File: src/shared/threshold_pkg.sv
package threshold_pkg;
  // command codes of the threshold registers
  localparam logic [7:0] CMD_FLOOR = 8'h2B;
  localparam logic [7:0] CMD_START = 8'h35;
  localparam logic [7:0] CMD_STOP = 8'h36;
  // reset words
  localparam logic [15:0] FLOOR_RST = 16'h00B3;
  localparam logic [15:0] START_RST = 16'hF012;
  localparam logic [15:0] STOP_RST = 16'hF010;
  // floor field layout: fixed exponent -9, writable mantissa 11:0
  localparam logic [4:0] FLOOR_EXP = 5'h17;
  localparam int FLOOR_MANT_W = 12;
  // floor range at loop scale one and one half
  localparam logic [15:0] FLOOR_MIN_FULL = 16'h00B3;
  localparam logic [15:0] FLOOR_MAX_FULL = 16'h0300;
  localparam logic [15:0] FLOOR_MIN_HALF = 16'h0166;
  localparam logic [15:0] FLOOR_MAX_HALF = 16'h0600;
  // input thresholds: exponent -2, fixed upper mantissa, 4-bit field
  localparam logic [4:0] QTR_EXP = 5'h1E;
  localparam logic [6:0] QTR_MANT_HI = 7'h01;
  localparam int QTR_NIB_W = 4;
  localparam logic [3:0] START_NIB_RST = 4'h2;
  localparam logic [3:0] STOP_NIB_RST = 4'h0;
  localparam logic [15:0] START_MIN = 16'h0011;
  localparam logic [15:0] START_MAX = 16'h001F;
  localparam logic [15:0] STOP_MIN = 16'h0010;
  localparam logic [15:0] STOP_MAX = 16'h001E;
  // shift that turns a linear word into quarter-volt counts
  localparam int QTR_SHIFT = 2;
  localparam int QTR_SHIFT_CAP = 12;
endpackage : threshold_pkg

File: src/verilog/quarter_round.sv
`timescale 1ns/1ps
`default_nettype none
// converts a linear word into quarter-volt counts, round half up
module quarter_round (
  input wire logic [15:0] word_i, // linear word, exponent in 15:11
  output logic [15:0] code_o // counts, saturated to 0..FFFF
);
  import threshold_pkg::*;

  logic signed [31:0] mant;
  logic signed [31:0] res;
  int k;
  int s;

  // scale mantissa by two to the exponent plus two
  always_comb begin
    mant = 32'($signed(word_i[10:0]));
    k = int'($signed(word_i[15:11])) + QTR_SHIFT;
    s = 0;
    res = '0;
    if (k >= 0) begin
      if (k > QTR_SHIFT_CAP) begin
        res = (mant < 0) ? -32'sd1 : ((mant == 0) ? 32'sd0 : 32'sh0001_0000);
      end else begin
        res = mant <<< k;
      end
    end else begin
      s = -k;
      res = (mant + (32'sd1 <<< (s - 1))) >>> s;
    end
    if (res < 0) begin
      code_o = 16'h0000;
    end else if (res > 32'sh0000_FFFF) begin
      code_o = 16'hFFFF;
    end else begin
      code_o = res[15:0];
    end
  end
endmodule : quarter_round
`default_nettype wire

File: src/verilog/threshold_regs.sv
`timescale 1ns/1ps
`default_nettype none
// How it works
// - The output floor is an unsigned mantissa read with a fixed exponent of minus nine.
// - At loop scale one the floor starts at 179 and takes only 179 to 768.
// - At loop scale one half the floor starts at 358 and takes only 358 to 1536.
// - The run output rises once the input reaches the start threshold and start is allowed.
// - The run output falls once the input drops to the stop threshold.
// - A threshold write is rounded to the nearest quarter volt before storing.
// - Both input thresholds carry the fixed exponent 11110, a quarter volt per count.
// - The start threshold takes counts 17 to 31.
// - The start threshold resets to 18.
// - The stop threshold resets to 16 and takes counts 16 to 30.
// - Only the low four mantissa bits of the thresholds are stored.
// - A bad start write keeps the old value and raises cml, invalid data and alert.
// - A bad stop write keeps the old value and raises cml, invalid data and alert.
// - Start stays above stop; a write breaking that order is refused and flagged.
// - A store-all command copies both thresholds to the nonvolatile port.
// - With the output on, a reference below the floor is clamped and warned.
module threshold_regs (
  input wire logic clk_i, // system clock
  input wire logic rst_i, // async reset, high
  input wire logic ce_i, // clock enable
  input wire logic wr_i, // write strobe
  input wire logic rd_i, // read strobe
  input wire logic [7:0] cmd_i, // command code
  input wire logic [15:0] wdata_i, // write word
  input wire logic loop_half_i, // loop_scale_ratio is one half
  input wire logic clr_status_i, // clear status flags
  input wire logic store_all_i, // store-all-defaults command
  input wire logic [15:0] vin_code_i, // input voltage, quarter volts
  input wire logic start_ok_i, // other start conditions met
  input wire logic out_on_i, // output is on
  input wire logic vref_req_i, // new reference request
  input wire logic [15:0] vref_target_i, // requested reference counts
  output logic [15:0] rdata_o, // read word
  output logic rvalid_o, // read word valid
  output logic cml_o, // communication error summary
  output logic ivd_o, // invalid data
  output logic warn_o, // floor clamp warning
  output logic alert_o, // alert line, high active
  output logic run_o, // converter enabled
  output logic [15:0] vref_o, // reference after clamp
  output logic nvm_we_o, // nonvolatile write pulse
  output logic [15:0] nvm_start_o, // start word to store
  output logic [15:0] nvm_stop_o // stop word to store
);
  import threshold_pkg::*;

  logic [3:0] start_nib_q;
  logic [3:0] stop_nib_q;
  logic [15:0] floor_q;
  logic init_q;
  logic cml_q;
  logic ivd_q;
  logic warn_q;
  logic alert_q;
  logic run_q;
  logic [15:0] vref_q;
  logic [15:0] rdata_q;
  logic rvalid_q;
  logic nvm_we_q;
  logic [15:0] nvm_start_q;
  logic [15:0] nvm_stop_q;
  logic [15:0] wr_code;
  logic [15:0] start_code;
  logic [15:0] stop_code;
  logic [15:0] floor_lo;
  logic [15:0] floor_hi;
  logic wr_start;
  logic wr_stop;
  logic wr_floor;
  logic ok_start;
  logic ok_stop;
  logic ok_floor;
  logic reject;
  logic clamp;

  // threshold word from its stored nibble
  function automatic logic [15:0] qtr_word(input logic [3:0] nib);
    qtr_word = {QTR_EXP, QTR_MANT_HI, nib};
  endfunction : qtr_word

  // range test used by every register
  function automatic logic in_range(input logic [15:0] v,
                                    input logic [15:0] lo,
                                    input logic [15:0] hi);
    in_range = (v >= lo) && (v <= hi);
  endfunction : in_range

  // rounding of the written word to quarter-volt counts
  quarter_round u_round (
    .word_i(wdata_i),
    .code_o(wr_code)
  );

  // whole-word validation ahead of any update
  always_comb begin
    start_code = 16'(qtr_word(start_nib_q)) & 16'h07FF;
    stop_code = 16'(qtr_word(stop_nib_q)) & 16'h07FF;
    floor_lo = loop_half_i ? FLOOR_MIN_HALF : FLOOR_MIN_FULL;
    floor_hi = loop_half_i ? FLOOR_MAX_HALF : FLOOR_MAX_FULL;
    wr_start = ce_i && wr_i && (cmd_i == CMD_START);
    wr_stop = ce_i && wr_i && (cmd_i == CMD_STOP);
    wr_floor = ce_i && wr_i && (cmd_i == CMD_FLOOR);
    ok_start = in_range(wr_code, START_MIN, START_MAX)
               && (wr_code > stop_code);
    ok_stop = in_range(wr_code, STOP_MIN, STOP_MAX)
              && (wr_code < start_code);
    ok_floor = in_range(wdata_i, floor_lo, floor_hi);
    reject = (wr_start && !ok_start) || (wr_stop && !ok_stop)
             || (wr_floor && !ok_floor);
    clamp = ce_i && vref_req_i && out_on_i && (vref_target_i < floor_q);
  end

  // start threshold nibble
  always_ff @(posedge clk_i or posedge rst_i) begin
    if (rst_i) begin
      start_nib_q <= START_NIB_RST;
    end else if (wr_start && ok_start) begin
      start_nib_q <= wr_code[3:0];
    end
  end

  // stop threshold nibble
  always_ff @(posedge clk_i or posedge rst_i) begin
    if (rst_i) begin
      stop_nib_q <= STOP_NIB_RST;
    end else if (wr_stop && ok_stop) begin
      stop_nib_q <= wr_code[3:0];
    end
  end

  // floor: scale-dependent default caught after reset release
  always_ff @(posedge clk_i or posedge rst_i) begin
    if (rst_i) begin
      floor_q <= FLOOR_RST;
      init_q <= 1'b0;
    end else if (ce_i && !init_q) begin
      floor_q <= floor_lo;
      init_q <= 1'b1;
    end else if (wr_floor && ok_floor) begin
      floor_q <= wdata_i;
    end
  end

  // communication error flags, set wins over clear
  always_ff @(posedge clk_i or posedge rst_i) begin
    if (rst_i) begin
      cml_q <= 1'b0;
      ivd_q <= 1'b0;
    end else if (ce_i) begin
      if (reject) begin
        cml_q <= 1'b1;
        ivd_q <= 1'b1;
      end else if (clr_status_i) begin
        cml_q <= 1'b0;
        ivd_q <= 1'b0;
      end
    end
  end

  // floor clamp warning, set wins over clear
  always_ff @(posedge clk_i or posedge rst_i) begin
    if (rst_i) begin
      warn_q <= 1'b0;
    end else if (ce_i) begin
      if (clamp) begin
        warn_q <= 1'b1;
      end else if (clr_status_i) begin
        warn_q <= 1'b0;
      end
    end
  end

  // alert line follows any flagged event
  always_ff @(posedge clk_i or posedge rst_i) begin
    if (rst_i) begin
      alert_q <= 1'b0;
    end else if (ce_i) begin
      if (reject || clamp) begin
        alert_q <= 1'b1;
      end else if (clr_status_i) begin
        alert_q <= 1'b0;
      end
    end
  end

  // run control with start/stop hysteresis
  always_ff @(posedge clk_i or posedge rst_i) begin
    if (rst_i) begin
      run_q <= 1'b0;
    end else if (ce_i) begin
      if (!run_q && start_ok_i && (vin_code_i >= start_code)) begin
        run_q <= 1'b1;
      end else if (run_q && (vin_code_i <= stop_code)) begin
        run_q <= 1'b0;
      end
    end
  end

  // reference with floor clamp
  always_ff @(posedge clk_i or posedge rst_i) begin
    if (rst_i) begin
      vref_q <= FLOOR_RST;
    end else if (ce_i && vref_req_i) begin
      vref_q <= clamp ? floor_q : vref_target_i;
    end
  end

  // register read port, unmapped codes read zero
  always_ff @(posedge clk_i or posedge rst_i) begin
    if (rst_i) begin
      rdata_q <= 16'h0000;
      rvalid_q <= 1'b0;
    end else if (ce_i) begin
      rvalid_q <= rd_i;
      if (rd_i) begin
        unique case (cmd_i)
          CMD_START: rdata_q <= qtr_word(start_nib_q);
          CMD_STOP: rdata_q <= qtr_word(stop_nib_q);
          CMD_FLOOR: rdata_q <= floor_q;
          default: rdata_q <= 16'h0000;
        endcase
      end
    end
  end

  // copy to nonvolatile storage on store-all
  always_ff @(posedge clk_i or posedge rst_i) begin
    if (rst_i) begin
      nvm_we_q <= 1'b0;
      nvm_start_q <= START_RST;
      nvm_stop_q <= STOP_RST;
    end else if (ce_i) begin
      nvm_we_q <= store_all_i;
      if (store_all_i) begin
        nvm_start_q <= qtr_word(start_nib_q);
        nvm_stop_q <= qtr_word(stop_nib_q);
      end
    end
  end

  assign rdata_o = rdata_q;
  assign rvalid_o = rvalid_q;
  assign cml_o = cml_q;
  assign ivd_o = ivd_q;
  assign warn_o = warn_q;
  assign alert_o = alert_q;
  assign run_o = run_q;
  assign vref_o = vref_q;
  assign nvm_we_o = nvm_we_q;
  assign nvm_start_o = nvm_start_q;
  assign nvm_stop_o = nvm_stop_q;
endmodule : threshold_regs
`default_nettype wire

File: config.mk
export PLATFORM = sky130hd
export DESIGN_NAME = threshold_regs
export DESIGN_NICKNAME = d
export VERILOG_FILES = /design/src/shared/threshold_pkg.sv /design/src/verilog/quarter_round.sv /design/src/verilog/threshold_regs.sv
export SDC_FILE = /design/constraint.sdc
export NUM_CORES = 1
export LEC_CHECK = 0
export ABC_CLOCK_PERIOD_IN_PS = 4500
export BUFFER_PORTS_ARGS = -buffer_cell sky130_fd_sc_hd__buf_2
export CORE_ASPECT_RATIO = 1.75
export CORE_MARGIN = 8
export CORE_UTILIZATION = 50
export DETAILED_ROUTE_END_ITERATION = 8
export GPL_ROUTABILITY_DRIVEN = 1
export PLACE_DENSITY_LB_ADDON = 0.15
export SLEW_MARGIN = 0
export SYNTH_ARGS = -nofsm -noshare
export SYNTH_HDL_FRONTEND = slang
export SYNTH_SLANG_ARGS = --single-unit
File: constraint.sdc
create_clock -name clk_i -period 4.5 [get_ports clk_i]
set_clock_uncertainty 0.1 [all_clocks]
set_input_delay 0.675 -clock clk_i [delete_from_list [all_inputs] [get_ports clk_i]]
set_output_delay 0.675 -clock clk_i [all_outputs]
set_load 0.01 [all_outputs]
==> out/results.md <==
### Timing
- **RSZ-0062 raised after global routing** true
- **final hold vios** 0
- **period utilisation layout** 1.92
- **Final Setup Violations** 10
- **Max Freq** 0.116 GHz
- **Final WS setup** -4150 ps
- **max-slew violations** 0
- **transition time at the pin with the least slew margin** 1190 ps
- **slew margin rel.** 0.208
- **setup total negative slack** -40,490 ps
- **Final min period** 8650 ps

### Detailed routing
- **Starting DRT DRC Count** 1,211
- **via/cell ratio** 6.41
- **via count** 15,400
- **Routed wire per std cell** 23.7 µm
- **DRT met1 WL** 17,400 µm
- **Routed WL** 56,900 µm
- **length of routed met3 wiring** 4030 µm
- **met2 wirelength from detailed routing** 28,400 µm
- **number of iterations in the first detailed-routing pass** 5
- **Post-DRT Antenna Nets** 0
- **Top Metal Used** met5
- **drc violations** 0

### Setup path
- **data required time of the worst path** 4630 ps
- **Worst path max stage delay** 530 ps
- **Max Fanout on Critical Path** 6
- **combined buffer and inverter count along the critical path** 9
- **setup slack of the worst register-to-register path** 350 ps
- **startpoint class of the critical path** input pin
- **crit-path most repeated cell** sky130_fd_sc_hd__buf_4
- **Worst Reg-to-Reg Cells** 17
- **cell family contributing the most delay on the critical path** simple AND/OR/NAND/NOR gates
- **worst setup path startpoint** wdata_i[12]
- **launch point of the worst reg-to-reg path** floor_q[1]
- **library cell contributing the largest single delay on the critical path** sky130_fd_sc_hd__or4b_4
- **arrival time at the worst endpoint** 8780 ps
- **path type of the worst setup path** input pin to register
- **endpoint of the most critical register-to-register path** vref_o[9]
- **type of element capturing the critical path** register

### Cells and area
- **Layout area overhead** 53.9%
- **layout cell share with drive strength beyond 1** 0.432
- **layout net count** 2,241
- **summed area of non-filler cells in the final layout** 17,400 µm²
- **final cell utilization of the core** 0.773

### Floorplan
- **number of placed I/O pins** 138
- **die footprint** 27,800 µm²
- **width of the die** 130 µm
- **Die Ht** 215 µm
- **Initial Util** 0.502
- **placement row count** 73
- **Core Footprint** 22,500 µm²

### CTS
- **Max H-tree Level** 3
- **CTS tree** yes
- **clock latency on the worst-skew pair** 350 ps
- **Num Clock Sinks** 71
- **Root Buffer Master** sky130_fd_sc_hd__clkbuf_16
- **cts-stage hold buffer count** 0
- **deepest clock path buffer count** 2
- **CTS clock-pin slew for the worst setup and hold paths** 60 ps
- **Inserted Clock Buffers** 9

### Pwr
- **cell area power density** 178 nW/µm²
- **Worst VDD drop** 0.168 mV
- **standby leakage power** 7.86 nW

### Global routing
- **largest net degree at the start of global routing** 52
- **number of global-route vias before repair** 15,600
- **GRT Total Usage** 0.388
- **total grt overflow** 0
- **global-route wire length before repair** 82,900 µm
- **number of antenna violations at the first check in global routing** 3

### Min path
- **Worst Hold End** vref_o[2]
- **launch instance of the worst min-delay path** vref_o[2]
- **min-delay worst type** register to register
- **worst hold stages** 2

### Yosys
- **Syn Std Cell Area** 11,300 µm²
- **post-synth cell types** 102
- **top flip-flop cell by instance count after synthesis** sky130_fd_sc_hd__dfrtp_1
- **number of synthesized flops with an enable pin** 0
- **total of flip-flops plus latches after synthesis** 71
- **mean post-synth cell area** 7.19 µm²
- **Post-synth ARST share** 1.00
- **most used standard cells in the synthesized netlist** sky130_fd_sc_hd__nand2_1 (177), sky130_fd_sc_hd__nor2_1 (149), sky130_fd_sc_hd__o21ai_0 (125), sky130_fd_sc_hd__a21oi_1 (119), sky130_fd_sc_hd__ha_1 (82)
- **cell types occupying the most area after synthesis** sky130_fd_sc_hd__dfrtp_1 (13%), sky130_fd_sc_hd__ha_1 (9.1%), sky130_fd_sc_hd__nand2_1 (5.9%)
- **post-synth top area share** 0.131
- **Warnings, synthesis** 0
- **most instantiated library cell after synthesis** sky130_fd_sc_hd__nand2_1
- **number of standard cells after synthesis** 1,569
- **sequential cell area fraction in the yosys report** 0.159
- **library cell with the largest summed area after synthesis** sky130_fd_sc_hd__dfrtp_1

### Outcome
- **run status** finished with violations
- **failing checks** negative setup slack

### Placed design
- **cell area after placement** 15,300 µm²
- **RD Place Congestion** 1.05
- **# port buffers** 113
- **HPWL Detailed** 41,900 µm

### Run
- **MaxCap Viol Count** 0

[worst register-to-register path, cell delays in order (launching register included)]
cell and delay (ps):
sky130_fd_sc_hd__dfstp_2 600, sky130_fd_sc_hd__inv_1 80, sky130_fd_sc_hd__ha_1 280, sky130_fd_sc_hd__a21o_1 150, sky130_fd_sc_hd__a21o_1 180, sky130_fd_sc_hd__a21o_1 190
sky130_fd_sc_hd__a21o_1 200, sky130_fd_sc_hd__a21o_1 180, sky130_fd_sc_hd__a21o_1 170, sky130_fd_sc_hd__a21o_1 180, sky130_fd_sc_hd__a21o_1 180, sky130_fd_sc_hd__a21o_1 180
sky130_fd_sc_hd__a21o_1 170, sky130_fd_sc_hd__a21o_1 170, sky130_fd_sc_hd__a21oi_1 180, sky130_fd_sc_hd__o21ai_2 350, sky130_fd_sc_hd__mux2i_1 300, sky130_fd_sc_hd__o21ai_0 120
[kinds of logic after synthesis]
| kind of cell | count (synthesis) | synth area share |
|---|---|---|
| flops | 71 | 0.159 |
| fa+ha+maj | 83 | 0.0927 |
| mux | 84 | 0.0818 |
| compound gates | 514 | 0.305 |
| simple gates | 606 | 0.262 |
| other cells | 2 | 0.000665 |
| xor+xnor | 32 | 0.0292 |
| buf+inv | 177 | 0.0704 |
[flip-flops by register name, indices dropped and copies added (netlist names)]
signal,count
floor_q,16
rdata_o,16
vref_o,16
nvm_start_o,4
nvm_stop_o,4
start_nib_q,4
stop_nib_q,4
alert_o,1
init_q,1
ivd_o,1
nvm_we_o,1
run_o,1
rvalid_o,1
warn_o,1
[power by group]
group          switching [mW]  internal (mW)
clock network           0.282          0.485
logic                   0.929          0.687
registers              0.0285          0.685
total                    1.24           1.86
[how the worst max path moves through the flow]
stage	endpoint	slack [ps]	depth (start not counted)
2_1_floorplan	stop_nib_q[1]	-4300	43
3_3_place_gp	stop_nib_q[3]	-4740	40
3_5_place_dp	start_nib_q[3]	-5070	43
4_1_cts	start_nib_q[3]	-4050	40
5_1_grt	stop_nib_q[2]	-4460	43
6_report	start_nib_q[3]	-4150	43
[layout by cell type, fill, tap and decap left out, types with 9 or more instances in the layout]
cell                        Yosys  layout
sky130_fd_sc_hd__a21oi_1      119      98
sky130_fd_sc_hd__buf_6          2      12
sky130_fd_sc_hd__a21o_1        26      26
sky130_fd_sc_hd__nand3_1       55      47
sky130_fd_sc_hd__nand2_1      177     166
sky130_fd_sc_hd__nor2b_1       13       9
sky130_fd_sc_hd__nor2_1       149     129
sky130_fd_sc_hd__o211ai_1      22      22
sky130_fd_sc_hd__o21a_1        10       9
sky130_fd_sc_hd__o21ai_0      125     112
sky130_fd_sc_hd__or3_1         13      11
sky130_fd_sc_hd__a21oi_2        0      20
sky130_fd_sc_hd__nor2_2         1      12
sky130_fd_sc_hd__xnor2_1       18      15
sky130_fd_sc_hd__conb_1         2      24
sky130_fd_sc_hd__nor4_1        22      13
sky130_fd_sc_hd__ha_1          82      56
sky130_fd_sc_hd__dfrtp_1       59      59
sky130_fd_sc_hd__nand4_1       22      22
sky130_fd_sc_hd__mux2_2        12      11
sky130_fd_sc_hd__and3_1        22      16
sky130_fd_sc_hd__nor2_4         0       9
sky130_fd_sc_hd__o2111ai_1     14      11
sky130_fd_sc_hd__o21ai_1        6      12
sky130_fd_sc_hd__buf_4         25     489
sky130_fd_sc_hd__a211oi_1      22      14
sky130_fd_sc_hd__nand2b_1      16      15
sky130_fd_sc_hd__clkbuf_16      0       9
sky130_fd_sc_hd__dfstp_2       12      12
sky130_fd_sc_hd__or2_2         10       9
sky130_fd_sc_hd__ha_4           0      19
sky130_fd_sc_hd__a31oi_1       30      24
sky130_fd_sc_hd__and2_1        14      11
sky130_fd_sc_hd__inv_1         46      41
sky130_fd_sc_hd__nor3_1        49      45
sky130_fd_sc_hd__mux2i_1       63      61
sky130_fd_sc_hd__buf_2         17     110
[repair_timing]
item                                    in CTS  in global routing
gates resized for setup                    134                145
endpoints found under the setup margin      10                 10
setup buffers                               34                 21
pin swaps                                   75                 71
[layer usage]
metal,global-route usage,vias to the layer above
li1,-,6901
met1,0.337,7206
met2,0.691,827
met3,0.0749,414
met4,0.411,6
met5,0,-
[final cells by class]
| cell class | count | area (µm²) |
|---|---|---|
| clock inverter | 7 | 96.3 |
| timing repair buffer | 618 | 4490 |
| sequential | 71 | 1790 |
| tap | 300 | 375 |
| multi-input combinational | 1343 | 10200 |
| fill | 1678 | 5100 |
| clock buffer | 9 | 225 |
| antenna | 1 | 2.50 |
| inverter | 48 | 190 |
[stage by stage]
stage               setup WS [ps]  power [mW]  instances  hold slack [ps]
finish                      -4150        3.10       2397              373
global route                -4460        3.24       2396              402
CTS                         -4050        2.92       2377              378
detailed placement          -5070        2.07       2329              365
global placement            -4740        2.05       2329              356
floorplan                   -4300        1.45       1591              352
(Power assumes the default switching activity.)
